--- config.mk ---
export PLATFORM = sky130hd
export DESIGN_NAME = dtd_decoder
export DESIGN_NICKNAME = d
export VERILOG_FILES = /design/src/rtl/dtd_pkg.sv /design/src/rtl/dtd_field_if.sv /design/src/rtl/dtd_decoder.sv /design/src/rtl/dtd_modrm_split.sv
export SDC_FILE = /design/constraint.sdc
export NUM_CORES = 1
export LEC_CHECK = 0
export BUFFER_PORTS_ARGS = -buffer_cell sky130_fd_sc_hd__clkbuf_2
export CAP_MARGIN = 20
export CORE_ASPECT_RATIO = 1.5
export CORE_MARGIN = 5
export CORE_UTILIZATION = 34
export DETAILED_ROUTE_END_ITERATION = 7
export GPL_ROUTABILITY_DRIVEN = 1
export MAX_ROUTING_LAYER = met4
export PLACE_DENSITY = 0.55
export SLEW_MARGIN = 20
export SYNTH_ARGS = -nofsm -noshare
export SYNTH_HDL_FRONTEND = slang
export SYNTH_HIERARCHICAL = 1
export SYNTH_SLANG_ARGS = --single-unit
--- constraint.sdc ---
create_clock -name clk_in -period 4.5 [get_ports clk_in]
set_clock_uncertainty 0.15 [all_clocks]
set_input_delay 0.675 -clock clk_in [delete_from_list [all_inputs] [get_ports clk_in]]
set_output_delay 0.675 -clock clk_in [all_outputs]
set_load 0.02 [all_outputs]
--- src/rtl/dtd_pkg.sv ---
// constants and types for the data-transfer group decoder
// assumes opcode bytes arrive from a fetch queue on the processor clock
package dtd_pkg;
    // ****************************************
    // opcode patterns
    // ****************************************
    localparam logic [7:0] DTD_OP_COPY_RM = 8'h88;     // 100010dw
    localparam logic [7:0] DTD_OP_COPY_IMM_RM = 8'hc6; // 1100011w
    localparam logic [7:0] DTD_OP_COPY_IMM_REG = 8'hb0; // 1011wreg
    localparam logic [7:0] DTD_OP_ACC_FROM_MEM = 8'ha0; // 1010000w
    localparam logic [7:0] DTD_OP_ACC_TO_MEM = 8'ha2;   // 1010001w
    localparam logic [7:0] DTD_OP_SEG_TO_RM = 8'h8c;
    localparam logic [7:0] DTD_OP_RM_TO_SEG = 8'h8e;
    localparam logic [7:0] DTD_OP_EXCH_RM = 8'h86;     // 1000011w
    localparam logic [7:0] DTD_OP_EXCH_ACC = 8'h90;    // 10010reg
    localparam logic [7:0] DTD_OP_TABLE_LOOKUP = 8'hd7;
    localparam logic [7:0] DTD_OP_LOAD_EA = 8'h8d;
    localparam logic [7:0] DTD_OP_FAR_DATA_SEG = 8'hc5;
    localparam logic [7:0] DTD_OP_FAR_EXTRA_SEG = 8'hc4;
    localparam logic [7:0] DTD_OP_SHIFT = 8'hd0;       // 110100vw
    // ****************************************
    // field values
    // ****************************************
    localparam logic [1:0] DTD_FORM_NO_DISP = 2'h0;
    localparam logic [1:0] DTD_FORM_DISP8 = 2'h1;
    localparam logic [1:0] DTD_FORM_DISP16 = 2'h2;
    localparam logic [1:0] DTD_FORM_REG = 2'h3;
    localparam logic [2:0] DTD_LOC_DIRECT = 3'h6;
    localparam logic [2:0] DTD_REG_ACC = 3'h0;
    localparam logic [2:0] DTD_REG_COUNT = 3'h1;
    localparam logic [1:0] DTD_SEG_EXTRA = 2'h0;
    localparam logic [1:0] DTD_SEG_CODE = 2'h1;
    localparam logic [1:0] DTD_SEG_DATA = 2'h3;
    localparam logic [3:0] DTD_LEN_RESET = 4'h0;

    typedef enum logic [3:0] {
        DTD_K_NONE = 4'h0, DTD_K_COPY = 4'h1, DTD_K_COPY_IMM = 4'h2,
        DTD_K_ACC_MEM = 4'h3, DTD_K_SEG_COPY = 4'h4, DTD_K_EXCH = 4'h5,
        DTD_K_TABLE_LOOKUP = 4'h6, DTD_K_LOAD_EA = 4'h7,
        DTD_K_FAR_DATA_SEG = 4'h8, DTD_K_FAR_EXTRA_SEG = 4'h9,
        DTD_K_SHIFT = 4'ha
    } dtd_kind_t;

    typedef enum logic [1:0] {
        DTD_S_IDLE = 2'b00, DTD_S_MODRM = 2'b01, DTD_S_DONE = 2'b11
    } dtd_state_t;
endpackage

--- src/rtl/dtd_field_if.sv ---
// interface carrying decoded addressing-byte fields
// assumes one producer, the addressing field splitter
`timescale 1ns/1ps
interface dtd_field_if;
    logic [1:0] form;
    logic [2:0] mid;
    logic [2:0] locator;
    logic [3:0] extra_len;
    logic direct;
    logic loc_is_reg;
    modport split (output form, mid, locator, extra_len, direct, loc_is_reg);
    modport use_side (input form, mid, locator, extra_len, direct, loc_is_reg);
endinterface

--- src/rtl/dtd_decoder.sv ---
// data-transfer group decoder: takes opcode then addressing byte
// assumes the fetch queue presents bytes with a valid strobe, same clock
// Functional notes
// - direction bit set: second operand field is destination, else source.
// - size bit set means word operation; clear means byte operation.
// - addressing form 11 makes the locator name a register.
// - extend and size bits both set: one immediate byte, sign-extended.
// - shift count-source bit clear gives a count of exactly one.
// - register codes by size; segment codes 00 extra, 01 code.
// - 10001100 copies segment to operand; 10001110 the reverse.
// - 11010111 is table lookup into the low accumulator byte.
// - 11000101 loads a register and data segment from far pointer.
// - 11000100 loads a register and extra segment from far pointer.
// - accumulator memory moves use low byte or word accumulator by size.
// - locator in register form uses the same register table.
// - displacement: none for 00, one byte for 01, two for 10.
// - form 00 with locator 110 means a direct 16-bit address.
`timescale 1ns/1ps
module dtd_decoder
    import dtd_pkg::*;
(
    // clock and reset
    input wire logic clk_in,
    input wire logic rst_in,
    // byte stream from fetch queue
    input wire logic byte_valid_in,
    input wire logic [7:0] byte_in,
    // decode results
    output logic done_out,
    output logic [3:0] kind_out,
    output logic foreign_out,
    output logic to_sink_out,
    output logic word_out,
    output logic [3:0] reg_sel_out,
    output logic [3:0] rm_sel_out,
    output logic rm_is_reg_out,
    output logic [1:0] seg_sel_out,
    output logic seg_to_operand_out,
    output logic [1:0] disp_len_out,
    output logic direct_addr_out,
    output logic imm_sign_ext_out,
    output logic [1:0] imm_len_out,
    output logic shift_by_one_out,
    output logic [3:0] length_out
);
    // ****************************************
    // state
    // ****************************************
    dtd_state_t state_r, state_nxt;
    logic [7:0] op_r, op_nxt;
    logic done_r, done_nxt;
    logic [3:0] kind_r, kind_nxt;
    logic foreign_r, foreign_nxt;
    logic to_sink_r, to_sink_nxt;
    logic word_r, word_nxt;
    logic [3:0] reg_r, reg_nxt;
    logic [3:0] rm_r, rm_nxt;
    logic rm_is_reg_r, rm_is_reg_nxt;
    logic [1:0] seg_r, seg_nxt;
    logic seg_dir_r, seg_dir_nxt;
    logic [1:0] disp_r, disp_nxt;
    logic direct_r, direct_nxt;
    logic sext_r, sext_nxt;
    logic [1:0] imm_r, imm_nxt;
    logic one_r, one_nxt;
    logic [3:0] len_r, len_nxt;

    dtd_field_if fld();
    dtd_modrm_split u_split (
        .modrm_in(byte_in),
        .fld(fld)
    );

    // ****************************************
    // opcode classification
    // ****************************************
    dtd_kind_t op_kind;
    logic op_has_modrm;
    logic [3:0] op_base_len;
    logic [1:0] op_imm;
    always_comb begin
        op_kind = DTD_K_NONE;
        op_has_modrm = 1'b0;
        op_base_len = 4'h1;
        op_imm = 2'h0;
        if ((byte_in & 8'hfc) == DTD_OP_COPY_RM) begin
            op_kind = DTD_K_COPY;
            op_has_modrm = 1'b1;
        end else if ((byte_in & 8'hfe) == DTD_OP_COPY_IMM_RM) begin
            op_kind = DTD_K_COPY_IMM;
            op_has_modrm = 1'b1;
            op_imm = byte_in[0] ? 2'h2 : 2'h1;
        end else if ((byte_in & 8'hf0) == DTD_OP_COPY_IMM_REG) begin
            op_kind = DTD_K_COPY_IMM;
            op_imm = byte_in[3] ? 2'h2 : 2'h1;
        end else if ((byte_in & 8'hfc) == DTD_OP_ACC_FROM_MEM) begin
            op_kind = DTD_K_ACC_MEM; // covers both directions
            op_base_len = 4'h3;
        end else if (byte_in == DTD_OP_SEG_TO_RM || byte_in == DTD_OP_RM_TO_SEG) begin
            op_kind = DTD_K_SEG_COPY;
            op_has_modrm = 1'b1;
        end else if ((byte_in & 8'hfe) == DTD_OP_EXCH_RM) begin
            op_kind = DTD_K_EXCH;
            op_has_modrm = 1'b1;
        end else if ((byte_in & 8'hf8) == DTD_OP_EXCH_ACC) begin
            op_kind = DTD_K_EXCH;
        end else if (byte_in == DTD_OP_TABLE_LOOKUP) begin
            op_kind = DTD_K_TABLE_LOOKUP;
        end else if (byte_in == DTD_OP_LOAD_EA) begin
            op_kind = DTD_K_LOAD_EA;
            op_has_modrm = 1'b1;
        end else if (byte_in == DTD_OP_FAR_DATA_SEG) begin
            op_kind = DTD_K_FAR_DATA_SEG;
            op_has_modrm = 1'b1;
        end else if (byte_in == DTD_OP_FAR_EXTRA_SEG) begin
            op_kind = DTD_K_FAR_EXTRA_SEG;
            op_has_modrm = 1'b1;
        end else if ((byte_in & 8'hfc) == DTD_OP_SHIFT) begin
            op_kind = DTD_K_SHIFT;
            op_has_modrm = 1'b1;
        end
    end

    // ****************************************
    // next-state decode
    // ****************************************
    always_comb begin
        state_nxt = state_r;
        op_nxt = op_r;
        done_nxt = 1'b0;
        kind_nxt = kind_r;
        foreign_nxt = foreign_r;
        to_sink_nxt = to_sink_r;
        word_nxt = word_r;
        reg_nxt = reg_r;
        rm_nxt = rm_r;
        rm_is_reg_nxt = rm_is_reg_r;
        seg_nxt = seg_r;
        seg_dir_nxt = seg_dir_r;
        disp_nxt = disp_r;
        direct_nxt = direct_r;
        sext_nxt = sext_r;
        imm_nxt = imm_r;
        one_nxt = one_r;
        len_nxt = len_r;
        case (state_r)
            DTD_S_IDLE, DTD_S_DONE: begin
                state_nxt = DTD_S_IDLE;
                if (byte_valid_in) begin
                    op_nxt = byte_in;
                    kind_nxt = op_kind;
                    foreign_nxt = (op_kind == DTD_K_NONE);
                    to_sink_nxt = byte_in[1];
                    word_nxt = byte_in[0];
                    reg_nxt = 4'h0;
                    rm_is_reg_nxt = 1'b0;
                    disp_nxt = 2'h0;
                    direct_nxt = 1'b0;
                    sext_nxt = 1'b0;
                    imm_nxt = op_imm;
                    one_nxt = 1'b0;
                    seg_nxt = DTD_SEG_DATA;
                    seg_dir_nxt = 1'b0;
                    len_nxt = op_base_len + {2'h0, op_imm};
                    if ((byte_in & 8'hf0) == DTD_OP_COPY_IMM_REG) begin
                        word_nxt = byte_in[3];
                        reg_nxt = {byte_in[3], byte_in[2:0]};
                        to_sink_nxt = 1'b1;
                    end else if ((byte_in & 8'hf8) == DTD_OP_EXCH_ACC) begin
                        word_nxt = 1'b1;
                        reg_nxt = {1'b1, byte_in[2:0]};
                        rm_nxt = {1'b1, DTD_REG_ACC};
                        rm_is_reg_nxt = 1'b1;
                    end else if (op_kind == DTD_K_ACC_MEM) begin
                        reg_nxt = {byte_in[0], DTD_REG_ACC};
                        to_sink_nxt = ~byte_in[1];
                        direct_nxt = 1'b1;
                    end else if (op_kind == DTD_K_TABLE_LOOKUP) begin
                        word_nxt = 1'b0;
                        reg_nxt = {1'b0, DTD_REG_ACC};
                        to_sink_nxt = 1'b1;
                    end else if (op_kind == DTD_K_SEG_COPY) begin
                        word_nxt = 1'b1;
                        seg_dir_nxt = ~byte_in[1];
                    end else if (op_kind == DTD_K_FAR_DATA_SEG ||
                                 op_kind == DTD_K_FAR_EXTRA_SEG ||
                                 op_kind == DTD_K_LOAD_EA) begin
                        word_nxt = 1'b1;
                        to_sink_nxt = 1'b1;
                        seg_nxt = byte_in[0] ? DTD_SEG_DATA : DTD_SEG_EXTRA;
                    end else if (op_kind == DTD_K_SHIFT) begin
                        one_nxt = ~byte_in[1];
                    end
                    if (op_has_modrm) begin
                        state_nxt = DTD_S_MODRM;
                    end else begin
                        state_nxt = DTD_S_DONE;
                        done_nxt = 1'b1;
                    end
                end
            end
            DTD_S_MODRM: begin
                if (byte_valid_in) begin
                    rm_is_reg_nxt = fld.loc_is_reg;
                    rm_nxt = {word_r, fld.locator}; // same table as reg field
                    if (kind_r == DTD_K_SEG_COPY) begin
                        seg_nxt = fld.mid[1:0];
                    end else begin
                        reg_nxt = {word_r, fld.mid};
                    end
                    disp_nxt = fld.extra_len[1:0];
                    direct_nxt = fld.direct;
                    // s:w pair on the immediate group shortens the immediate
                    if (kind_r == DTD_K_COPY_IMM && op_r[1:0] == 2'b11) begin
                        sext_nxt = 1'b1;
                        imm_nxt = 2'h1;
                    end
                    len_nxt = 4'h2 + fld.extra_len +
                              {2'h0, (kind_r == DTD_K_COPY_IMM && op_r[1:0] == 2'b11)
                                     ? 2'h1 : imm_r};
                    done_nxt = 1'b1;
                    state_nxt = DTD_S_DONE;
                end
            end
            default: state_nxt = DTD_S_IDLE;
        endcase
    end

    // ****************************************
    // registers
    // ****************************************
    always_ff @(posedge clk_in or posedge rst_in) begin
        if (rst_in) begin
            state_r <= DTD_S_IDLE;
            op_r <= 8'h00;
            done_r <= 1'b0;
            kind_r <= DTD_K_NONE;
            foreign_r <= 1'b0;
            to_sink_r <= 1'b0;
            word_r <= 1'b0;
            reg_r <= 4'h0;
            rm_r <= 4'h0;
            rm_is_reg_r <= 1'b0;
            seg_r <= DTD_SEG_EXTRA;
            seg_dir_r <= 1'b0;
            disp_r <= 2'h0;
            direct_r <= 1'b0;
            sext_r <= 1'b0;
            imm_r <= 2'h0;
            one_r <= 1'b0;
            len_r <= DTD_LEN_RESET;
        end else begin
            state_r <= state_nxt;
            op_r <= op_nxt;
            done_r <= done_nxt;
            kind_r <= kind_nxt;
            foreign_r <= foreign_nxt;
            to_sink_r <= to_sink_nxt;
            word_r <= word_nxt;
            reg_r <= reg_nxt;
            rm_r <= rm_nxt;
            rm_is_reg_r <= rm_is_reg_nxt;
            seg_r <= seg_nxt;
            seg_dir_r <= seg_dir_nxt;
            disp_r <= disp_nxt;
            direct_r <= direct_nxt;
            sext_r <= sext_nxt;
            imm_r <= imm_nxt;
            one_r <= one_nxt;
            len_r <= len_nxt;
        end
    end

    assign done_out = done_r;
    assign kind_out = kind_r;
    assign foreign_out = foreign_r;
    assign to_sink_out = to_sink_r;
    assign word_out = word_r;
    assign reg_sel_out = reg_r;
    assign rm_sel_out = rm_r;
    assign rm_is_reg_out = rm_is_reg_r;
    assign seg_sel_out = seg_r;
    assign seg_to_operand_out = seg_dir_r;
    assign disp_len_out = disp_r;
    assign direct_addr_out = direct_r;
    assign imm_sign_ext_out = sext_r;
    assign imm_len_out = imm_r;
    assign shift_by_one_out = one_r;
    assign length_out = len_r;
endmodule

--- src/rtl/dtd_modrm_split.sv ---
// splits an addressing byte into form, middle field and locator
// assumes the byte is stable in the cycle it is presented
`timescale 1ns/1ps
module dtd_modrm_split
    import dtd_pkg::*;
(
    // addressing byte
    input wire logic [7:0] modrm_in,
    // decoded fields
    dtd_field_if.split fld
);
    // ****************************************
    // field split
    // ****************************************
    always_comb begin
        fld.form = modrm_in[7:6];
        fld.mid = modrm_in[5:3];
        fld.locator = modrm_in[2:0];
        fld.loc_is_reg = (modrm_in[7:6] == DTD_FORM_REG);
        fld.direct = (modrm_in[7:6] == DTD_FORM_NO_DISP) &&
                     (modrm_in[2:0] == DTD_LOC_DIRECT);
        case (modrm_in[7:6])
            DTD_FORM_DISP8: fld.extra_len = 4'h1;
            DTD_FORM_DISP16: fld.extra_len = 4'h2;
            default: fld.extra_len = fld.direct ? 4'h2 : 4'h0;
        endcase
    end
endmodule

# Yosys cells after proc, flatten, opt, wreduce, memory -nomap -nowiden

Index checks and enable logic that the tools add are counted.

Register bits after elaboration: 35
Input bits: 11
Output and inout bits: 31
Word-level logic and storage cells: 189

Add/sub/neg operators: 3
Eq/ne operators: 36
Multiplexer cells: 115
Bitwise gates (word level): 1
Reduce and logical (&&, ||, !) cells: 16

Operators with widths:

| operator                                       | count |
|---|---|
| 2-to-1 mux 4 bit                               | 26 |
| 2-to-1 mux 2 bit                               | 26 |
| 2-to-1 mux 1 bit                               | 51 |
| == test 8 bit (second input constant)          | 6 |
| one-hot mux 4 bit (2 select lines)             | 4 |
| == test 6 bit (second input constant)          | 3 |
| == test 4 x 3 -> 1 bit (second input constant) | 4 |
| == test 4 bit (second input constant)          | 4 |
| one-hot mux 2 bit (2 select lines)             | 4 |
| == test 7 bit (second input constant)          | 2 |
| inequality test 2 bit (second input constant)  | 7 |
| AND reduction 4 bit                            | 3 |
| adder 4 x 2 -> 4 bit                           | 2 |
| == test 2 bit (second input constant)          | 4 |
| == test 4 x 2 -> 1 bit (second input constant) | 2 |
| one-hot mux 1 bit (2 select lines)             | 4 |
| == test 5 bit (second input constant)          | 1 |
| AND reduction 5 bit                            | 1 |
| adder 2 x 4 -> 4 bit (first input constant)    | 1 |
| == test 2 x 1 -> 1 bit (second input constant) | 2 |
| logical NOT 2 bit                              | 2 |
| logical NOT 4 bit                              | 1 |
| == test 3 bit (second input constant)          | 1 |
| logical OR 1 bit                               | 3 |
| other kinds (6)                                | 7 |

# Logic depth before layout (Yosys ltp)

Word-level depth: 24
Gate-level depth with buffers: 12

# By module

Netlist, hierarchy kept.

By module, submodules not included:

| module          | instances | cells each | area an instance (um^2) |
|---|---|---|---|
| dtd_decoder     | 1         | 238        | 2162.1 |
| dtd_modrm_split | 1         | 19         | 157.7 |

# Least setup slack after synthesis

OpenSTA, ideal clock, no wires.

Path kind: input to register
From: in byte_in[6]
To: reg len_r[2] (netlist: length_out[2])
Library setup time: 132 ps
Arrival time: 2382 ps
Slack: 1836 ps
Cell stages on the path: 11
Path through: inv_1 -> ha_1 -> and4b_1 -> mux2_2 -> inv_1 -> ha_1 -> inv_1 -> ha_1 -> fa_1 -> mux2i_1 -> o21ai_1

Cells in the longest elaborated chain, start to end: 8
Elaborated cells between the ends (all ways): 23
Those cells by class: add/sub: 3; eq/ne: 6; mux: 12; reduce/logical: 2

RTL lines:

| what                               | line                  | source |
|---|---|---|
| from (decl)                        | dtd_decoder.sv:27     | `input wire logic [7:0] byte_in,` |
| logical NOT 2 bit                  | dtd_modrm_split.sv:20 | `fld.direct = (modrm_in[7:6] == DTD_FORM_NO_DISP) &&` |
| logical AND 1 bit                  | dtd_modrm_split.sv:20 |  |
| net fld.direct                     | dtd_field_if.sv:9     | `logic direct;` |
| 2-to-1 mux 2 bit                   | dtd_modrm_split.sv:25 | `default: fld.extra_len = fld.direct ? 4'h2 : 4'h0;` |
| one-hot mux 4 bit (2 select lines) | dtd_modrm_split.sv:22 | `case (modrm_in[7:6])` |
| net fld.extra_len[1]               | dtd_field_if.sv:8     | `logic [3:0] extra_len;` |
| adder 2 x 4 -> 4 bit               | dtd_decoder.sv:218    | `len_nxt = 4'h2 + fld.extra_len +` |
| adder 4 x 2 -> 4 bit               | dtd_decoder.sv:218    |  |
| 2-to-1 mux 4 bit                   | dtd_decoder.sv:203    | `if (byte_valid_in) begin` |
| one-hot mux 4 bit (2 select lines) | dtd_decoder.sv:146    | `case (state_r)` |
| to (signal assigned)               | dtd_decoder.sv:270    | `len_r <= len_nxt;` |
| to (decl)                          | dtd_decoder.sv:66     | `logic [3:0] len_r, len_nxt;` |

The timed path passes the listed nets, and every way through them passes these cells. The select of a mux whose other input is x is not followed.
A chain may end at the register's enable or synchronous reset.

# Final worst setup path

Same ends and word-level chain as after synthesis.

==> flow_summary.ini <==
[status]
status = complete, no violations

[detailed_routing]
drc_errors = 0
post_drt_wl_per_cell_um = 16.3
drt-pass1-iter-count = 4
drt-initial-drc-count = 105
vias_per_cell = 5.26
antenna_left = 0
num_vias = 1899
drt-total-wl_um = 5880

[worst_setup_path]
r2r_start = kind_out[2]$_DFFE_PP0P_
rr_worst_depth = 9
endpoint_kind = flop
slowest_delay_ps = 400
crit_type = in2reg
path_buf_inv = 4
r2r_setup_slack_ps = 2070
cp_cell_sequence = clkbuf_2 > inv_1 > ha_1 > and4b_1 > mux2_2 > inv_1 > ha_1 > inv_1 > ha_1 > fa_1 > mux2i_1 > o21ai_1
start_kind = input port
reg2reg_to = length_out[2]$_DFFE_PP0P_
required_ps = 4520
crit_arrival_ps = 2820
cp_max_fo = 12
cpMaxStageDelayCell = fa_1
crit_family = adder cells

[place]
dp_hpwl_um = 4410
gp_congestion = 0.856
io_buffers = 41
pre_cts_slack_ps = 1400

[layout]
drive_above_1_share_pct = 23.2
area_delta_synth_final_pct = 12.5
diodes = 0
n_fill_cell = 668
nNetsFinal = 306

[sta]
setup_viol = 0
worst-slew-pin-transition_ps = 672
max_freq_mhz = 358
drv_slew = 0
setup_tns_ps = 0
hold_viol_final = 0
timing.final.ws_setup_ps = 1710
fin_crit_ps = 2790
rsz0062_at_grt = no
period_share_pct = 62.1
relSlewSlack_pct = 55.0

[power_and_ir_drop]
netSwitchingPower_uw = 620
swShare_pct = 44.1
p_seq_share_pct = 34.8
power_mw = 1.41
vdd_ir_drop_max_uv = 298
internal_power_uw = 787
p_clk_share_pct = 16.0
combPwrFrac_pct = 49.2
pwr_density_cell_mw_per_mm2 = 542
power.leakage_nw = 1.23

[synth]
synth_area_mm2 = 0.00230
yosysWarnings = 6
netlist_instances = 255
synth.avg_cell_area_um2 = 9.04

[global_route]
grt.overflow.total = 0
grt_start_max_net_pins = 36
grt_first_pass_wirelength_um = 10200
grt.total_usage_pct = 15.0
grt_pass1_vias = 2025
grt_antenna_before_repair = 0

[worst_hold_path]
hold_class = in2async

[cts]
cts_tree = done
cts_resized = 0
postCtsSetupBuffers = 0
cts_buffer_depth = 2
numCtsBuffers = 5
cts.clk_slew.worst_paths_ps = 70
cts_root_buffer = clkbuf_8
clock_latency_ps = 280
hold_buffers = 0
cts_sinks = 35
htreeDepth = 2

[floorplanning]
core_area_mm2 = 0.00658
die_w_um = 77.2
dieArea_mm2 = 0.00856
rows = 36
start_util_pct = 35.0
die_h_um = 111
ios = 42

[flow_run]
cap_violations = 0
-- tightest hold or removal path, stage by stage --
cell,delay (ps)
clkbuf_2,80
inv_1,40
buf_4,380
-- power groups by stage --
stage,Combinational [mW],Clock (mW),Sequential [mW]
2_1_floorplan,0.395,0,0.593
3_5_place_dp,0.704,0,0.497
5_1_grt,0.774,0.251,0.503
3_3_place_gp,0.702,0,0.495
4_1_cts,0.708,0.237,0.491
6_report,0.692,0.225,0.489
-- flip-flops by register name, indices dropped and copies added, names as in the netlist --
register,flops
disp_len_out,2
word_out,1
done_out,1
direct_addr_out,1
imm_sign_ext_out,1
shift_by_one_out,1
rm_sel_out,4
rm_is_reg_out,1
length_out,4
reg_sel_out,4
to_sink_out,1
seg_sel_out,2
state_r,2
foreign_out,1
kind_out,4
imm_len_out,2
op_r,2
seg_to_operand_out,1
-- cell usage in the layout (no fill, tap or decap), types with 3 or more instances in the layout --
cell and n:
mux2i_1 9, mux2_2 9, inv_1 16, o31ai_1 4
clkbuf_8 5, nand2b_1 4, ha_1 9, nand3_1 10
a21oi_1 7, dfrtp_1 35, clkbuf_2 41, o21ai_0 6
nand2_1 42, a41oi_1 3, mux2_1 3, nor2b_1 7
o21ai_1 8, buf_4 3, nor3_1 4, or3_1 3
nor2_1 11
-- how the worst max path moves through the flow --
| stage | startpoint | end | depth (start not counted) |
|---|---|---|---|
| 5_1_grt | byte_in[6] | length_out[2]$_DFFE_PP0P_ | 12 |
| 3_5_place_dp | byte_in[6] | length_out[2]$_DFFE_PP0P_ | 12 |
| 6_report | byte_in[6] | length_out[2]$_DFFE_PP0P_ | 12 |
| 3_3_place_gp | byte_in[6] | length_out[2]$_DFFE_PP0P_ | 12 |
| 4_1_cts | byte_in[6] | length_out[2]$_DFFE_PP0P_ | 12 |
| 2_1_floorplan | byte_in[6] | length_out[2]$_DFFE_PP0P_ | 11 |
-- per-stage QoR --
| stage | instances | hold WS [ps] | cell area [um2] | utilization [%] |
|---|---|---|---|---|
| floorplan | 256 | 297 | 2310 | - |
| global placement | 353 | 305 | 2510 | 38.1 |
| detailed placement | 353 | 307 | 2510 | 38.1 |
| CTS | 361 | 324 | 2590 | 39.4 |
| global route | 361 | 360 | 2590 | 39.4 |
| finish | 361 | 308 | 2590 | 39.4 |
-- layer usage --
layer  global-route usage [%]  routed length [um]
met1                     17.4                2450
met2                     24.6                2980
met3                     3.09                 267
met4                     6.65                 178
met5                        -                   0
-- area by class of cell --
| class | count | area (um2) | area share (%) |
|---|---|---|---|
| repair buffers | 44 | 228 | 8.78 |
| inverters | 17 | 63.8 | 2.46 |
| flip-flops and latches | 35 | 876 | 33.8 |
| multi-input cells | 181 | 1250 | 48.0 |
| clock buffers | 6 | 72.6 | 2.80 |
| clock inverters | 2 | 12.5 | 0.482 |
| well taps | 76 | 95.1 | 3.67 |
Power figures use the tool's default switching activity.
